## src/hdl/throttle_pkg.sv

```systemverilog
/*
  Shared constants for the activation throttle: register offsets, field
  positions, reset values, window lengths and limit encodings.
  Assumes a 32-bit AXI4-Lite register bus and a single 100 MHz clock.
*/
package throttle_pkg;

  localparam int unsigned CLK_PERIOD_NS      = 10;

  // Register byte offsets
  localparam logic [7:0] LOW_LIMIT_OFS       = 8'h64;
  localparam logic [7:0] STATUS_OFS          = 8'h68;
  localparam logic [7:0] CONTROL_OFS         = 8'h6C;
  localparam logic [7:0] GLOBAL_LIMIT_OFS    = 8'h70;
  localparam logic [7:0] MID_LIMIT_OFS       = 8'h74;
  localparam logic [7:0] IRQ_STATUS_OFS      = 8'h78;
  localparam logic [7:0] IRQ_MASK_OFS        = 8'h7C;

  // Field positions
  localparam int unsigned STS_GLOBAL_BIT     = 8;
  localparam int unsigned CTRL_HUNT_BIT      = 0;
  localparam int unsigned CTRL_DEBUG_BIT     = 1;
  localparam int unsigned IRQ_ENGAGE_BIT     = 0;
  localparam int unsigned IRQ_RELEASE_BIT    = 1;
  localparam int unsigned IRQ_BITS           = 2;

  // Reset values
  localparam logic [7:0] LIMIT_RESET         = 8'h00;
  localparam logic [1:0] IRQ_RESET           = 2'h0;

  // Limit encodings
  localparam logic [7:0] LIMIT_MAX           = 8'hA8;
  localparam int unsigned ACT_PER_STEP_SHIFT = 2;
  localparam int unsigned GLB_UNIT_SHIFT     = 16;
  localparam int unsigned GLB_DBG_UNIT_SHIFT = 4;

  // Window lengths in cycles
  localparam int unsigned GLB_WINDOW_BASE    = 1344;
  localparam int unsigned GLB_WINDOW_MULT    = 16384;
  localparam int unsigned GLB_DBG_MULT       = 4;
  localparam int unsigned GLB_WINDOW_CYCLES  = GLB_WINDOW_MULT * GLB_WINDOW_BASE;
  localparam int unsigned GLB_DBG_CYCLES     = GLB_DBG_MULT * GLB_WINDOW_BASE;
  localparam int unsigned ACT_WINDOW_CYCLES  = 1344;

  // Quiet windows needed before release
  localparam logic [4:0] QUIET_NORMAL        = 5'h10;
  localparam logic [4:0] QUIET_DEBUG         = 5'h02;

  // Temperature ranges
  localparam logic [1:0] TEMP_LOW            = 2'h0;
  localparam logic [1:0] TEMP_MID            = 2'h1;

  localparam logic [1:0] RESP_OKAY           = 2'h0;
  localparam logic [1:0] RESP_SLVERR         = 2'h2;

endpackage

```

## src/hdl/window_timer.sv

```systemverilog
/*
  Free-running window timer that pulses once per window.
  Assumes len_i is at least one and stays stable over most windows.
*/
`timescale 1ns/1ps
module window_timer (
  input  wire logic        clk_i,
  input  wire logic        rst_i,
  input  wire logic [31:0] len_i,
  output logic             tick_o
);

  typedef struct packed {
    logic [31:0] cnt;
    logic        tick;
  } state_t;

  state_t st_reg;
  state_t st_next;

  always_comb begin
    st_next = st_reg;
    st_next.tick = 1'b0;
    // Compare with >= so a shortened length ends the window at once
    if (st_reg.cnt >= len_i - 32'h0000_0001) begin
      st_next.cnt = 32'h0000_0000;
      st_next.tick = 1'b1;
    end else begin
      st_next.cnt = st_reg.cnt + 32'h0000_0001;
    end
  end

  always_ff @(posedge clk_i) begin
    if (rst_i) begin
      st_reg <= '0;
    end else begin
      st_reg <= st_next;
    end
  end

  assign tick_o = st_reg.tick;

endmodule

```

## src/hdl/pair_limiter.sv

```systemverilog
/*
  Per module pair activate counting for the activation window and the
  global window. Assumes act_i is a granted activate on this pair.
*/
`timescale 1ns/1ps
module pair_limiter (
  input  wire logic        clk_i,
  input  wire logic        rst_i,
  input  wire logic        act_i,
  input  wire logic        act_tick_i,
  input  wire logic        glb_tick_i,
  input  wire logic [7:0]  thr_val_i,
  input  wire logic        glb_on_i,
  input  wire logic [31:0] glb_thresh_i,
  output logic             block_o,
  output logic             exceed_o
);

  typedef struct packed {
    logic [9:0]  act_cnt;
    logic [31:0] glb_cnt;
    logic        block;
  } state_t;

  state_t      st_reg;
  state_t      st_next;
  logic [31:0] glb_sum;
  logic [9:0]  act_cap;
  logic [9:0]  act_sum;

  always_comb begin
    st_next = st_reg;
    // Tick cycle opens the new window, so its activate counts there
    glb_sum = (glb_tick_i ? 32'h0000_0000 : st_reg.glb_cnt) + {31'h0000_0000, act_i};
    act_sum = (act_tick_i ? 10'h000 : st_reg.act_cnt) + {9'h000, act_i};
    act_cap = {thr_val_i, 2'h0};
    st_next.glb_cnt = glb_sum;
    st_next.act_cnt = act_sum;
    st_next.block = (thr_val_i != 8'h00) && (act_sum >= act_cap);
  end

  // Unregistered so the throttle choice sees this cycle's activates
  assign exceed_o = glb_on_i && (glb_sum > glb_thresh_i);

  always_ff @(posedge clk_i) begin
    if (rst_i) begin
      st_reg <= '0;
    end else begin
      st_reg <= st_next;
    end
  end

  // Old window's block must not eat the new window's first cycle
  assign block_o = st_reg.block && !act_tick_i;

endmodule

```

## src/hdl/dram_activation_throttle.sv

```systemverilog
/*
  Activation throttle: global open-loop detector, throttle value selection,
  per pair activate limiting and the AXI4-Lite register file.
  Assumes temp_range_i and act_req_i come from logic on clk_i.
*/
// Our own choice: the AXI4-Lite register port.
`timescale 1ns/1ps
module dram_activation_throttle #(
  parameter int unsigned NUM_PAIRS      = 2,
  parameter int unsigned GLB_WINDOW_LEN = throttle_pkg::GLB_WINDOW_CYCLES,
  parameter int unsigned GLB_DEBUG_LEN  = throttle_pkg::GLB_DBG_CYCLES,
  parameter int unsigned ACT_WINDOW_LEN = throttle_pkg::ACT_WINDOW_CYCLES
) (
  input  wire logic                 clk_i,
  input  wire logic                 rst_i,
  input  wire logic [7:0]           s_axi_awaddr_i,
  input  wire logic                 s_axi_awvalid_i,
  output logic                      s_axi_awready_o,
  input  wire logic [31:0]          s_axi_wdata_i,
  input  wire logic [3:0]           s_axi_wstrb_i,
  input  wire logic                 s_axi_wvalid_i,
  output logic                      s_axi_wready_o,
  output logic [1:0]                s_axi_bresp_o,
  output logic                      s_axi_bvalid_o,
  input  wire logic                 s_axi_bready_i,
  input  wire logic [7:0]           s_axi_araddr_i,
  input  wire logic                 s_axi_arvalid_i,
  output logic                      s_axi_arready_o,
  output logic [31:0]               s_axi_rdata_o,
  output logic [1:0]                s_axi_rresp_o,
  output logic                      s_axi_rvalid_o,
  input  wire logic                 s_axi_rready_i,
  input  wire logic [1:0]           temp_range_i,
  input  wire logic [NUM_PAIRS-1:0] act_req_i,
  output logic [NUM_PAIRS-1:0]      act_grant_o,
  output logic                      global_throttle_active_o,
  output logic                      irq_o
);

  typedef struct packed {
    logic                 awready;
    logic                 wready;
    logic                 arready;
    logic [7:0]           aw_addr;
    logic [31:0]          w_data;
    logic [3:0]           w_strb;
    logic                 bvalid;
    logic [1:0]           bresp;
    logic                 rvalid;
    logic [31:0]          rdata;
    logic [1:0]           rresp;
    logic [7:0]           low_limit_value;
    logic [7:0]           mid_limit_value;
    logic [7:0]           global_activation_limit;
    logic                 thermal_hunt_enable;
    logic                 global_window_debug_select;
    logic                 global_throttle_active;
    logic                 window_hit;
    logic [4:0]           quiet_cnt;
    logic [7:0]           current_throttle_value;
    logic [1:0]           irq_status;
    logic [1:0]           irq_mask;
    logic                 irq;
    logic [NUM_PAIRS-1:0] grant;
  } state_t;

  state_t               st_reg;
  state_t               st_next;
  logic                 act_tick;
  logic                 glb_tick;
  logic [31:0]          glb_len;
  logic [31:0]          glb_thresh;
  logic                 glb_on;
  logic [NUM_PAIRS-1:0] pair_block;
  logic [NUM_PAIRS-1:0] pair_exceed;
  logic [NUM_PAIRS-1:0] pair_act;
  logic                 any_exceed;
  logic                 global_throttle_comb;
  logic [7:0]           thr_sel;
  logic [4:0]           quiet_need;
  logic                 do_write;
  logic                 release_now;
  logic [7:0]           wbyte;
  logic [1:0]           irq_set;

  // Global window length follows the debug select directly; the activation window length is fixed
  assign glb_len = st_reg.global_window_debug_select ? GLB_DEBUG_LEN : GLB_WINDOW_LEN;

  // Debug windows are 4096 times shorter, so the unit shrinks with them
  always_comb begin
    glb_thresh = 32'h0000_0000;
    if (st_reg.global_window_debug_select) begin
      glb_thresh[8+throttle_pkg::GLB_DBG_UNIT_SHIFT-1:0] =
        {st_reg.global_activation_limit, 4'h0};
    end else begin
      glb_thresh[8+throttle_pkg::GLB_UNIT_SHIFT-1:0] =
        {st_reg.global_activation_limit, 16'h0000};
    end
  end

  assign glb_on = (st_reg.global_activation_limit != 8'h00);

  window_timer u_act_timer (
    .clk_i  (clk_i),
    .rst_i  (rst_i),
    .len_i  (ACT_WINDOW_LEN),
    .tick_o (act_tick)
  );

  window_timer u_glb_timer (
    .clk_i  (clk_i),
    .rst_i  (rst_i),
    .len_i  (glb_len),
    .tick_o (glb_tick)
  );

  genvar p;
  generate
    for (p = 0; p < NUM_PAIRS; p++) begin : g_pair
      assign pair_act[p] = act_req_i[p] && !pair_block[p];
      pair_limiter u_pair (
        .clk_i        (clk_i),
        .rst_i        (rst_i),
        .act_i        (pair_act[p]),
        .act_tick_i   (act_tick),
        .glb_tick_i   (glb_tick),
        .thr_val_i    (st_reg.current_throttle_value),
        .glb_on_i     (glb_on),
        .glb_thresh_i (glb_thresh),
        .block_o      (pair_block[p]),
        .exceed_o     (pair_exceed[p])
      );
    end
  endgenerate

  assign any_exceed = |pair_exceed;

  // Latched flag alone lags a cycle; the live exceed closes that gap
  assign global_throttle_comb = st_reg.global_throttle_active || any_exceed;

  // Throttle value selection
  always_comb begin
    if (global_throttle_comb) begin
      thr_sel = st_reg.mid_limit_value;
    end else if (!st_reg.thermal_hunt_enable) begin
      thr_sel = st_reg.low_limit_value;
    end else if (temp_range_i == throttle_pkg::TEMP_LOW) begin
      thr_sel = st_reg.low_limit_value;
    end else begin
      // High range falls back on mid; the high limit is not built here
      thr_sel = st_reg.mid_limit_value;
    end
  end

  assign quiet_need = st_reg.global_window_debug_select ?
                      throttle_pkg::QUIET_DEBUG : throttle_pkg::QUIET_NORMAL;

  assign release_now = glb_tick && st_reg.global_throttle_active && !st_reg.window_hit &&
                       !any_exceed && (st_reg.quiet_cnt + 5'h01 >= quiet_need);

  assign do_write = !st_reg.awready && !st_reg.wready && !st_reg.bvalid;
  assign wbyte = st_reg.w_data[7:0];

  always_comb begin
    irq_set = 2'h0;
    irq_set[throttle_pkg::IRQ_ENGAGE_BIT] = any_exceed && !st_reg.global_throttle_active;
    irq_set[throttle_pkg::IRQ_RELEASE_BIT] = release_now;
  end

  always_comb begin
    st_next = st_reg;
    st_next.grant = pair_act;
    st_next.current_throttle_value = thr_sel;

    // Global detector
    if (any_exceed) begin
      st_next.global_throttle_active = 1'b1;
    end else if (release_now) begin
      st_next.global_throttle_active = 1'b0;
    end
    if (glb_tick) begin
      st_next.window_hit = 1'b0;
      if (st_reg.window_hit || any_exceed || release_now) begin
        st_next.quiet_cnt = 5'h00;
      end else if (st_reg.quiet_cnt != 5'h1F) begin
        st_next.quiet_cnt = st_reg.quiet_cnt + 5'h01;
      end
    end else if (any_exceed) begin
      st_next.window_hit = 1'b1;
    end

    // Write address and data taken in either order
    if (st_reg.awready && s_axi_awvalid_i) begin
      st_next.awready = 1'b0;
      st_next.aw_addr = s_axi_awaddr_i;
    end
    if (st_reg.wready && s_axi_wvalid_i) begin
      st_next.wready = 1'b0;
      st_next.w_data = s_axi_wdata_i;
      st_next.w_strb = s_axi_wstrb_i;
    end
    if (do_write) begin
      st_next.bvalid = 1'b1;
      st_next.bresp = throttle_pkg::RESP_OKAY;
      case ({st_reg.aw_addr[7:2], 2'h0})
        throttle_pkg::LOW_LIMIT_OFS: begin
          if (st_reg.w_strb[0]) begin
            st_next.low_limit_value = (wbyte > throttle_pkg::LIMIT_MAX) ?
                                      throttle_pkg::LIMIT_MAX : wbyte;
          end
        end
        throttle_pkg::MID_LIMIT_OFS: begin
          if (st_reg.w_strb[0]) begin
            st_next.mid_limit_value = (wbyte > throttle_pkg::LIMIT_MAX) ?
                                      throttle_pkg::LIMIT_MAX : wbyte;
          end
        end
        throttle_pkg::GLOBAL_LIMIT_OFS: begin
          if (st_reg.w_strb[0]) begin
            st_next.global_activation_limit = (wbyte > throttle_pkg::LIMIT_MAX) ?
                                              throttle_pkg::LIMIT_MAX : wbyte;
          end
        end
        throttle_pkg::CONTROL_OFS: begin
          if (st_reg.w_strb[0]) begin
            st_next.thermal_hunt_enable = wbyte[throttle_pkg::CTRL_HUNT_BIT];
            st_next.global_window_debug_select = wbyte[throttle_pkg::CTRL_DEBUG_BIT];
          end
        end
        throttle_pkg::IRQ_STATUS_OFS: begin
          if (st_reg.w_strb[0]) begin
            st_next.irq_status = st_reg.irq_status & ~wbyte[1:0];
          end
        end
        throttle_pkg::IRQ_MASK_OFS: begin
          if (st_reg.w_strb[0]) begin
            st_next.irq_mask = wbyte[1:0];
          end
        end
        throttle_pkg::STATUS_OFS: begin
          st_next.bresp = throttle_pkg::RESP_OKAY;
        end
        default: begin
          st_next.bresp = throttle_pkg::RESP_SLVERR;
        end
      endcase
    end
    if (st_reg.bvalid && s_axi_bready_i) begin
      st_next.bvalid = 1'b0;
      st_next.awready = 1'b1;
      st_next.wready = 1'b1;
    end

    // New events win over a clear in the same cycle
    st_next.irq_status = st_next.irq_status | irq_set;
    st_next.irq = |(st_next.irq_status & st_next.irq_mask);

    // Read channel
    if (st_reg.arready && s_axi_arvalid_i) begin
      st_next.arready = 1'b0;
      st_next.rvalid = 1'b1;
      st_next.rresp = throttle_pkg::RESP_OKAY;
      st_next.rdata = 32'h0000_0000;
      case ({s_axi_araddr_i[7:2], 2'h0})
        throttle_pkg::LOW_LIMIT_OFS: begin
          st_next.rdata[7:0] = st_reg.low_limit_value;
        end
        throttle_pkg::STATUS_OFS: begin
          st_next.rdata[7:0] = st_reg.current_throttle_value;
          st_next.rdata[throttle_pkg::STS_GLOBAL_BIT] = st_reg.global_throttle_active;
        end
        throttle_pkg::CONTROL_OFS: begin
          st_next.rdata[throttle_pkg::CTRL_HUNT_BIT] = st_reg.thermal_hunt_enable;
          st_next.rdata[throttle_pkg::CTRL_DEBUG_BIT] = st_reg.global_window_debug_select;
        end
        throttle_pkg::GLOBAL_LIMIT_OFS: begin
          st_next.rdata[7:0] = st_reg.global_activation_limit;
        end
        throttle_pkg::MID_LIMIT_OFS: begin
          st_next.rdata[7:0] = st_reg.mid_limit_value;
        end
        throttle_pkg::IRQ_STATUS_OFS: begin
          st_next.rdata[1:0] = st_reg.irq_status;
        end
        throttle_pkg::IRQ_MASK_OFS: begin
          st_next.rdata[1:0] = st_reg.irq_mask;
        end
        default: begin
          st_next.rresp = throttle_pkg::RESP_SLVERR;
        end
      endcase
    end
    if (st_reg.rvalid && s_axi_rready_i) begin
      st_next.rvalid = 1'b0;
      st_next.arready = 1'b1;
    end
  end

  always_ff @(posedge clk_i) begin
    if (rst_i) begin
      st_reg <= '0;
      st_reg.awready <= 1'b1;
      st_reg.wready <= 1'b1;
      st_reg.arready <= 1'b1;
      st_reg.low_limit_value <= throttle_pkg::LIMIT_RESET;
      st_reg.mid_limit_value <= throttle_pkg::LIMIT_RESET;
      st_reg.global_activation_limit <= throttle_pkg::LIMIT_RESET;
      st_reg.irq_status <= throttle_pkg::IRQ_RESET;
      st_reg.irq_mask <= throttle_pkg::IRQ_RESET;
    end else begin
      st_reg <= st_next;
    end
  end

  assign s_axi_awready_o = st_reg.awready;
  assign s_axi_wready_o = st_reg.wready;
  assign s_axi_bvalid_o = st_reg.bvalid;
  assign s_axi_bresp_o = st_reg.bresp;
  assign s_axi_arready_o = st_reg.arready;
  assign s_axi_rvalid_o = st_reg.rvalid;
  assign s_axi_rdata_o = st_reg.rdata;
  assign s_axi_rresp_o = st_reg.rresp;
  assign act_grant_o = st_reg.grant;
  assign global_throttle_active_o = st_reg.global_throttle_active;
  assign irq_o = st_reg.irq;

endmodule

```

## config.mk

```make
export PLATFORM = sky130hd
export DESIGN_NAME = dram_activation_throttle
export DESIGN_NICKNAME = d
export VERILOG_FILES = /design/src/hdl/throttle_pkg.sv /design/src/hdl/window_timer.sv /design/src/hdl/pair_limiter.sv /design/src/hdl/dram_activation_throttle.sv
export SDC_FILE = /design/constraint.sdc
export NUM_CORES = 1
export LEC_CHECK = 0
export BUFFER_PORTS_ARGS = -buffer_cell sky130_fd_sc_hd__buf_2
export CORE_ASPECT_RATIO = 1.5
export CORE_UTILIZATION = 55
export DETAILED_ROUTE_END_ITERATION = 10
export GPL_TIMING_DRIVEN = 0
export PLACE_DENSITY = 0.72
export SETUP_SLACK_MARGIN = 0.02
export SYNTH_ARGS = -nofsm -noshare
export SYNTH_HDL_FRONTEND = slang
export SYNTH_HIERARCHICAL = 1
export SYNTH_SLANG_ARGS = --single-unit
```

## constraint.sdc

```tcl
create_clock -name clk_i -period 13.1 [get_ports clk_i]
set_input_delay 0 -clock clk_i [delete_from_list [all_inputs] [get_ports clk_i]]
set_output_delay 0 -clock clk_i [all_outputs]
set_load 0.005 [all_outputs]
```

# Yosys cells after proc, flatten, opt, wreduce, memory -nomap -nowiden
# Cells that the tools add are included.
classes:
  n_mux: 28
  reduce_logical: 51
  addsub: 8
  magnitude_cmp: 8
  n_eq_ne: 15
  bitwise: 4
ops:
  columns: ["cell", "count"]
  rows:
  - ["$eq A6 B5 Y1 const B", 14]
  - ["$add A32 B1 Y32", 2]
  - ["$add A32 B1 Y32 const B", 2]
  - ["$gt A32 B24 Y1", 2]
  - ["$mux W32", 2]
  - ["$ge A32 B11 Y1 const B", 1]
  - ["$ge A32 B32 Y1", 1]
  - ["$mux W8", 4]
  - ["$sub A25 B1 Y26 const B", 1]
  - ["$mux W25", 1]
  - ["$mux W12", 2]
  - ["$pmux W6 S4", 1]
  - ["$add A10 B1 Y10", 2]
  - ["$ge A10 B10 Y1", 2]
  - ["$logic_and A1 B1 Y1", 20]
  - ["$mux W10", 2]
  - ["$reduce_bool A8 Y1", 2]
  - ["$mux W5", 3]
  - ["$pmux W2 S7", 1]
  - ["$reduce_or A2 Y1", 7]
  - ["$reduce_or A7 Y1", 2]
  - ["$mux W2", 6]
  - ["$reduce_and A3 Y1", 4]
  - ["$logic_not A1 Y1", 9]
  - ["13 further kinds", 21]
word_totals:
  word_cells: 148
  inputBits: 63
  register_bits: 235

# Logic depth before layout (Yosys ltp)
logic_depth:
  depth_word: 14
  depth_mapped: 23
  depth_no_buf: 20

# Cells and area by module
# The synthesis kept the hierarchy.
by_module_without_submodules:
  columns: ["module", "cells_per_inst", "n_inst", "area_each_um2", "seq_area_each_um2"]
  rows:
  - ["dram_activation_throttle", 412, 1, 3774.9, 1581.5]
  - ["pair_limiter at g_pair[0].u_pair", 398, 1, 3233.1, 860.8]
  - ["pair_limiter at g_pair[1].u_pair", 389, 1, 3141.8, 860.8]
  - ["window_timer at u_glb_timer", 323, 1, 2710.1, 660.6]
  - ["window_timer at u_act_timer", 314, 1, 2650.0, 660.6]

# Worst setup path before layout
# No wires, ideal clock.
synth_timing:
  path_kind: "reg-to-reg"
  start: "register u_glb_timer.st_reg, in the netlist u_glb_timer/tick_o"
  end: "register st_reg[10] (netlist name)"
  path_stages_with_launch: 22
  required_time_ns: 12.972
  slack_ns: 8.767
  setup_time_ns: 0.128
  arrival_ns: 4.206
  path_cell_list: "dfxtp_1 -> buf_2 -> clkbuf_1 -> clkbuf_1 -> nor2b_1 -> ha_1 -> ha_1 -> nand2_1 -> nor3_2 -> buf_4 -> nand4_1 -> xor2_1 -> nor2_1 -> ha_1 -> nand4_1 -> nor4_1 -> o41ai_1 -> a21oi_1 -> nor3_1 -> nand2_1 -> mux2i_1 -> nor2_1"
synth_rtl:
  columns: ["element", "line_no", "rtl"]
  rows:
  - ["from (decl)", "window_timer.sv:18", "state_t st_reg;"]
  - ["from (signal assigned)", "window_timer.sv:37", "st_reg <= st_next;"]

==> run_results.csv <==
group,metric,value,unit
setup_path,worst-r2r-setup-slack,7.04,ns
timing,fin_skew,0.0285,ns
setup_path,endpoint,"st_reg[13]",
power_and_ir_drop,powerDensity,84.4,mW/mm²
clock_network,ctsLongestPathBuffers,3,
global_route,track_usage,26.9,%
timing,worst_pin_slew,1.09,ns
clock_network,post_cts_buffers,0,
logic_synthesis,netlist.area_leader.share,29.8,%
clock_network,cts_max_level,1,
placed_design,dpl-instance-area,0.0171,mm²
global_route,global_route.usage.met2,53.2,%
logic_synthesis,syn_avg_cell_area,8.45,µm²
timing,max_freq,165,MHz
global_route,antenna_found_initial,0,
global_route,top_usage_layer,"met2",
logic_synthesis,synth-edff-count,0,
power_and_ir_drop,ir_drop,0.0000843,V
timing,tns,0,ns
clock_network,path_clk_slew,0.06,ns
job,maxCapViolations,0,
logic_synthesis,synth-main-ff-cell,"dfxtp_1",
logic_synthesis,yosysWarnings,6,
setup_path,worstSetupStartpointType,"flip-flop",
logic_synthesis,ys_ff_latch,231,
global_route,grt_pass1_wl,63.5,mm
placed_design,finalWeightedCongestion,0.931,
floorplan,fp.dieW,139,µm
drt,dr_total_vias,13744,
logic_synthesis,synthTopCellsByArea,"dfxtp_1, ha_1, xor2_1, xnor2_1, nor2_1",
clock_network,cts.repair.resized,0,
timing,setup_viol_count_final,0,
clock_network,worstSkewPairLatency,0.55,ns
timing,finalHoldViolations,0,
floorplan,start_util,56.4,%
setup_path,criticalPathCategory,"reg -> reg",
drt,vias_per_cell,5.40,
logic_synthesis,syn_inst,1836,
cells_and_area,post-route-util,66.5,%
logic_synthesis,synthMostInstantiatedCell,"dfxtp_1",
power_and_ir_drop,power.leakage,0.00785,µW
drt,routedWlPerCell,15.3,µm
logic_synthesis,ys_types,78,
timing,rsz0062_at_grt,"false",
setup_path,reg2regPathDepth,21,
timing,finalCriticalPeriod,6.06,ns
run_status,violations,"design-rule violations",
run_status,status,"finished with violations",
drt,drt_iter0_drc,507,
clock_network,root_buffer,"clkbuf_16",
cells_and_area,area_delta_synth_final,17.9,%
logic_synthesis,synthArstFlopShare,0,%
drt,remaining_drc_errors,2,
setup_path,reg2reg_to,"st_reg[13]",
global_route,grt_pass1_vias,13729,
global_route,grt_max_degree,21,
cells_and_area,largest_reg_flops,86,
floorplan,die_h,208,µm
setup_path,critPathArrivalTime,6.45,ns
placed_design,hpwl,30.2,mm
setup_path,crit-reg2reg-launch,"u_glb_timer/tick_o",
cells_and_area,drive_above_1_share,8.44,%
cells_and_area,fin_area,0.0183,mm²
placed_design,port_buffers,49,
global_route,grtUsageMet1,27.0,%
cells_and_area,fin_nets,2413,
timing,maxSlewHeadroom,26.6,%
setup_path,endpoint_kind,"flip-flop",
logic_synthesis,syn_area,0.0155,mm²
global_route,overflow,0,
logic_synthesis,yosysTopAreaCell,"dfxtp_1",
setup_path,startpoint,"u_glb_timer/tick_o",
timing,finalCritPeriodShare,46.2,%
clock_network,numCtsBuffers,24,
setup_path,path_max_fanout,14,
cells_and_area,regArea,0.00462,mm²
cells_and_area,final.fill_count,2445,
clock_network,cts_tree,"done",
min_path,hp-class,"in -> reg",
drt,dr.pass1.iters,10,
clock_network,ctsHoldBuffers,42,
drt,totalWireLength,38.9,mm
global_route,use_met3,2.70,%
logic_synthesis,ys_top_cells_by_count,"dfxtp_1, nor2_1, ha_1",
floorplan,dieArea,0.0289,mm²
floorplan,placementRows,74,
logic_synthesis,yosysSeqAreaShare,29.8,%
cells_and_area,multi_input_area,0.0108,mm²
setup_path,critPathRequiredTime,13.50,ns
floorplan,design.portCount,108,
drt,drtAntennaViolNets,0,
clock_network,clock-sinks,231,
floorplan,core_area,0.0275,mm²
timing,finalMaxSlewViolations,0,
[through the flow]
| stage | total power, µW | instances | hold slack (ns) | worst slack (ns) |
|---|---|---|---|---|
| global placement | 843 | 2464 | 0.238 | 7.18 |
| detailed placement | 847 | 2464 | 0.244 | 7.15 |
| CTS | 1550 | 2546 | 0.00521 | 7.11 |
| finish | 1540 | 2547 | 0.0243 | 7.04 |
| floorplan | 817 | 2073 | 0.134 | 8.77 |
| global route | 1600 | 2546 | 0.0384 | 6.70 |
[worst min-delay path by stage]
stage                                   to               from  slack, ns  depth (start not counted)
after detailed placement   s_axi_arready_o     s_axi_rready_i       0.24                          2
after global placement     s_axi_arready_o     s_axi_rready_i       0.24                          2
after floorplan            s_axi_arready_o     s_axi_rready_i       0.13                          1
after CTS                       st_reg[95]     s_axi_wvalid_i      0.005                          4
after global routing      s_axi_rdata_o[0]  s_axi_araddr_i[6]       0.04                          4
final                           st_reg[95]     s_axi_wvalid_i       0.02                          4
[cell type report]
class	count	share of cell area (%)
Timing Repair Buffer	91	3.64
Tap cell	342	2.34
Buffer	97	3.11
Clock buffer	35	3.84
Inverter	101	2.07
Antenna cell	1	0.0137
Sequential cell	231	25.3
Clock inverter	5	0.486
Multi-Input combinational cell	1644	59.2
[power by group]
group          internal, µW  switching [µW]
Sequential              711            8.27
Clock                   409             290
Combinational          55.1            71.0
[layer usage]
metal | wire [µm] | part of all wire, % | up-vias
met3 | 1020 | 2.6 | 96
met4 | 1980 | 5.1 | 0
met5 | 0 | 0 | -
met1 | 14800 | 38 | 6460
li1 | - | - | 6935
met2 | 21100 | 54 | 253
[critical path, cell delays in order, from the launching register on]
cell and delay, ns:
dfxtp_1 0.73, buf_2 0.37, clkbuf_1 0.37, clkbuf_1 0.47, nor2b_1 0.10, ha_1 0.24, ha_1 0.23, nand2_1 0.14
nor3_2 0.06, buf_4 0.18, nand4_1 0.09, xor2_1 0.20, nor2_1 0.10, ha_1 0.35, nand4_1 0.18, nor4_1 0.49
o41ai_1 0.16, a21oi_1 0.51, nor3_1 0.14, nand2_1 0.41, mux2i_1 0.30, nor2_1 0.06
[cell usage in the layout (no fill, tap or decap), types with 19 or more instances in the layout]
master,Yosys,routed
a21o_1,19,19
nand3_1,97,97
clkbuf_1,37,42
nor2b_1,71,71
xor2_1,100,100
a21oi_1,81,81
nor3_1,131,131
buf_2,5,54
nand4_1,72,72
inv_1,101,101
mux2i_1,27,27
nand2_1,87,87
buf_4,41,41
ha_1,160,160
and2_1,21,21
xnor2_1,96,96
dlygate4sd3_1,0,42
and3_1,32,32
nor4_1,22,21
dfxtp_1,231,231
conb_1,2,239
o21ai_0,26,26
clkbuf_16,0,24
nor2_1,177,177
[cells by family (layout without fill, tap and decap cells)]
group	after synthesis	in the layout	share of synthesized area (%)
fa+ha+maj	160	160	12.9
simple gates	822	822	29.4
other cells	2	240	0.0484
buf+inv	198	329	6.11
compound gates	193	193	8.16
xor+xnor	197	197	11.2
flops	231	231	29.8
mux	33	33	2.37
Note: power is estimated with default switching activity, not from simulation.
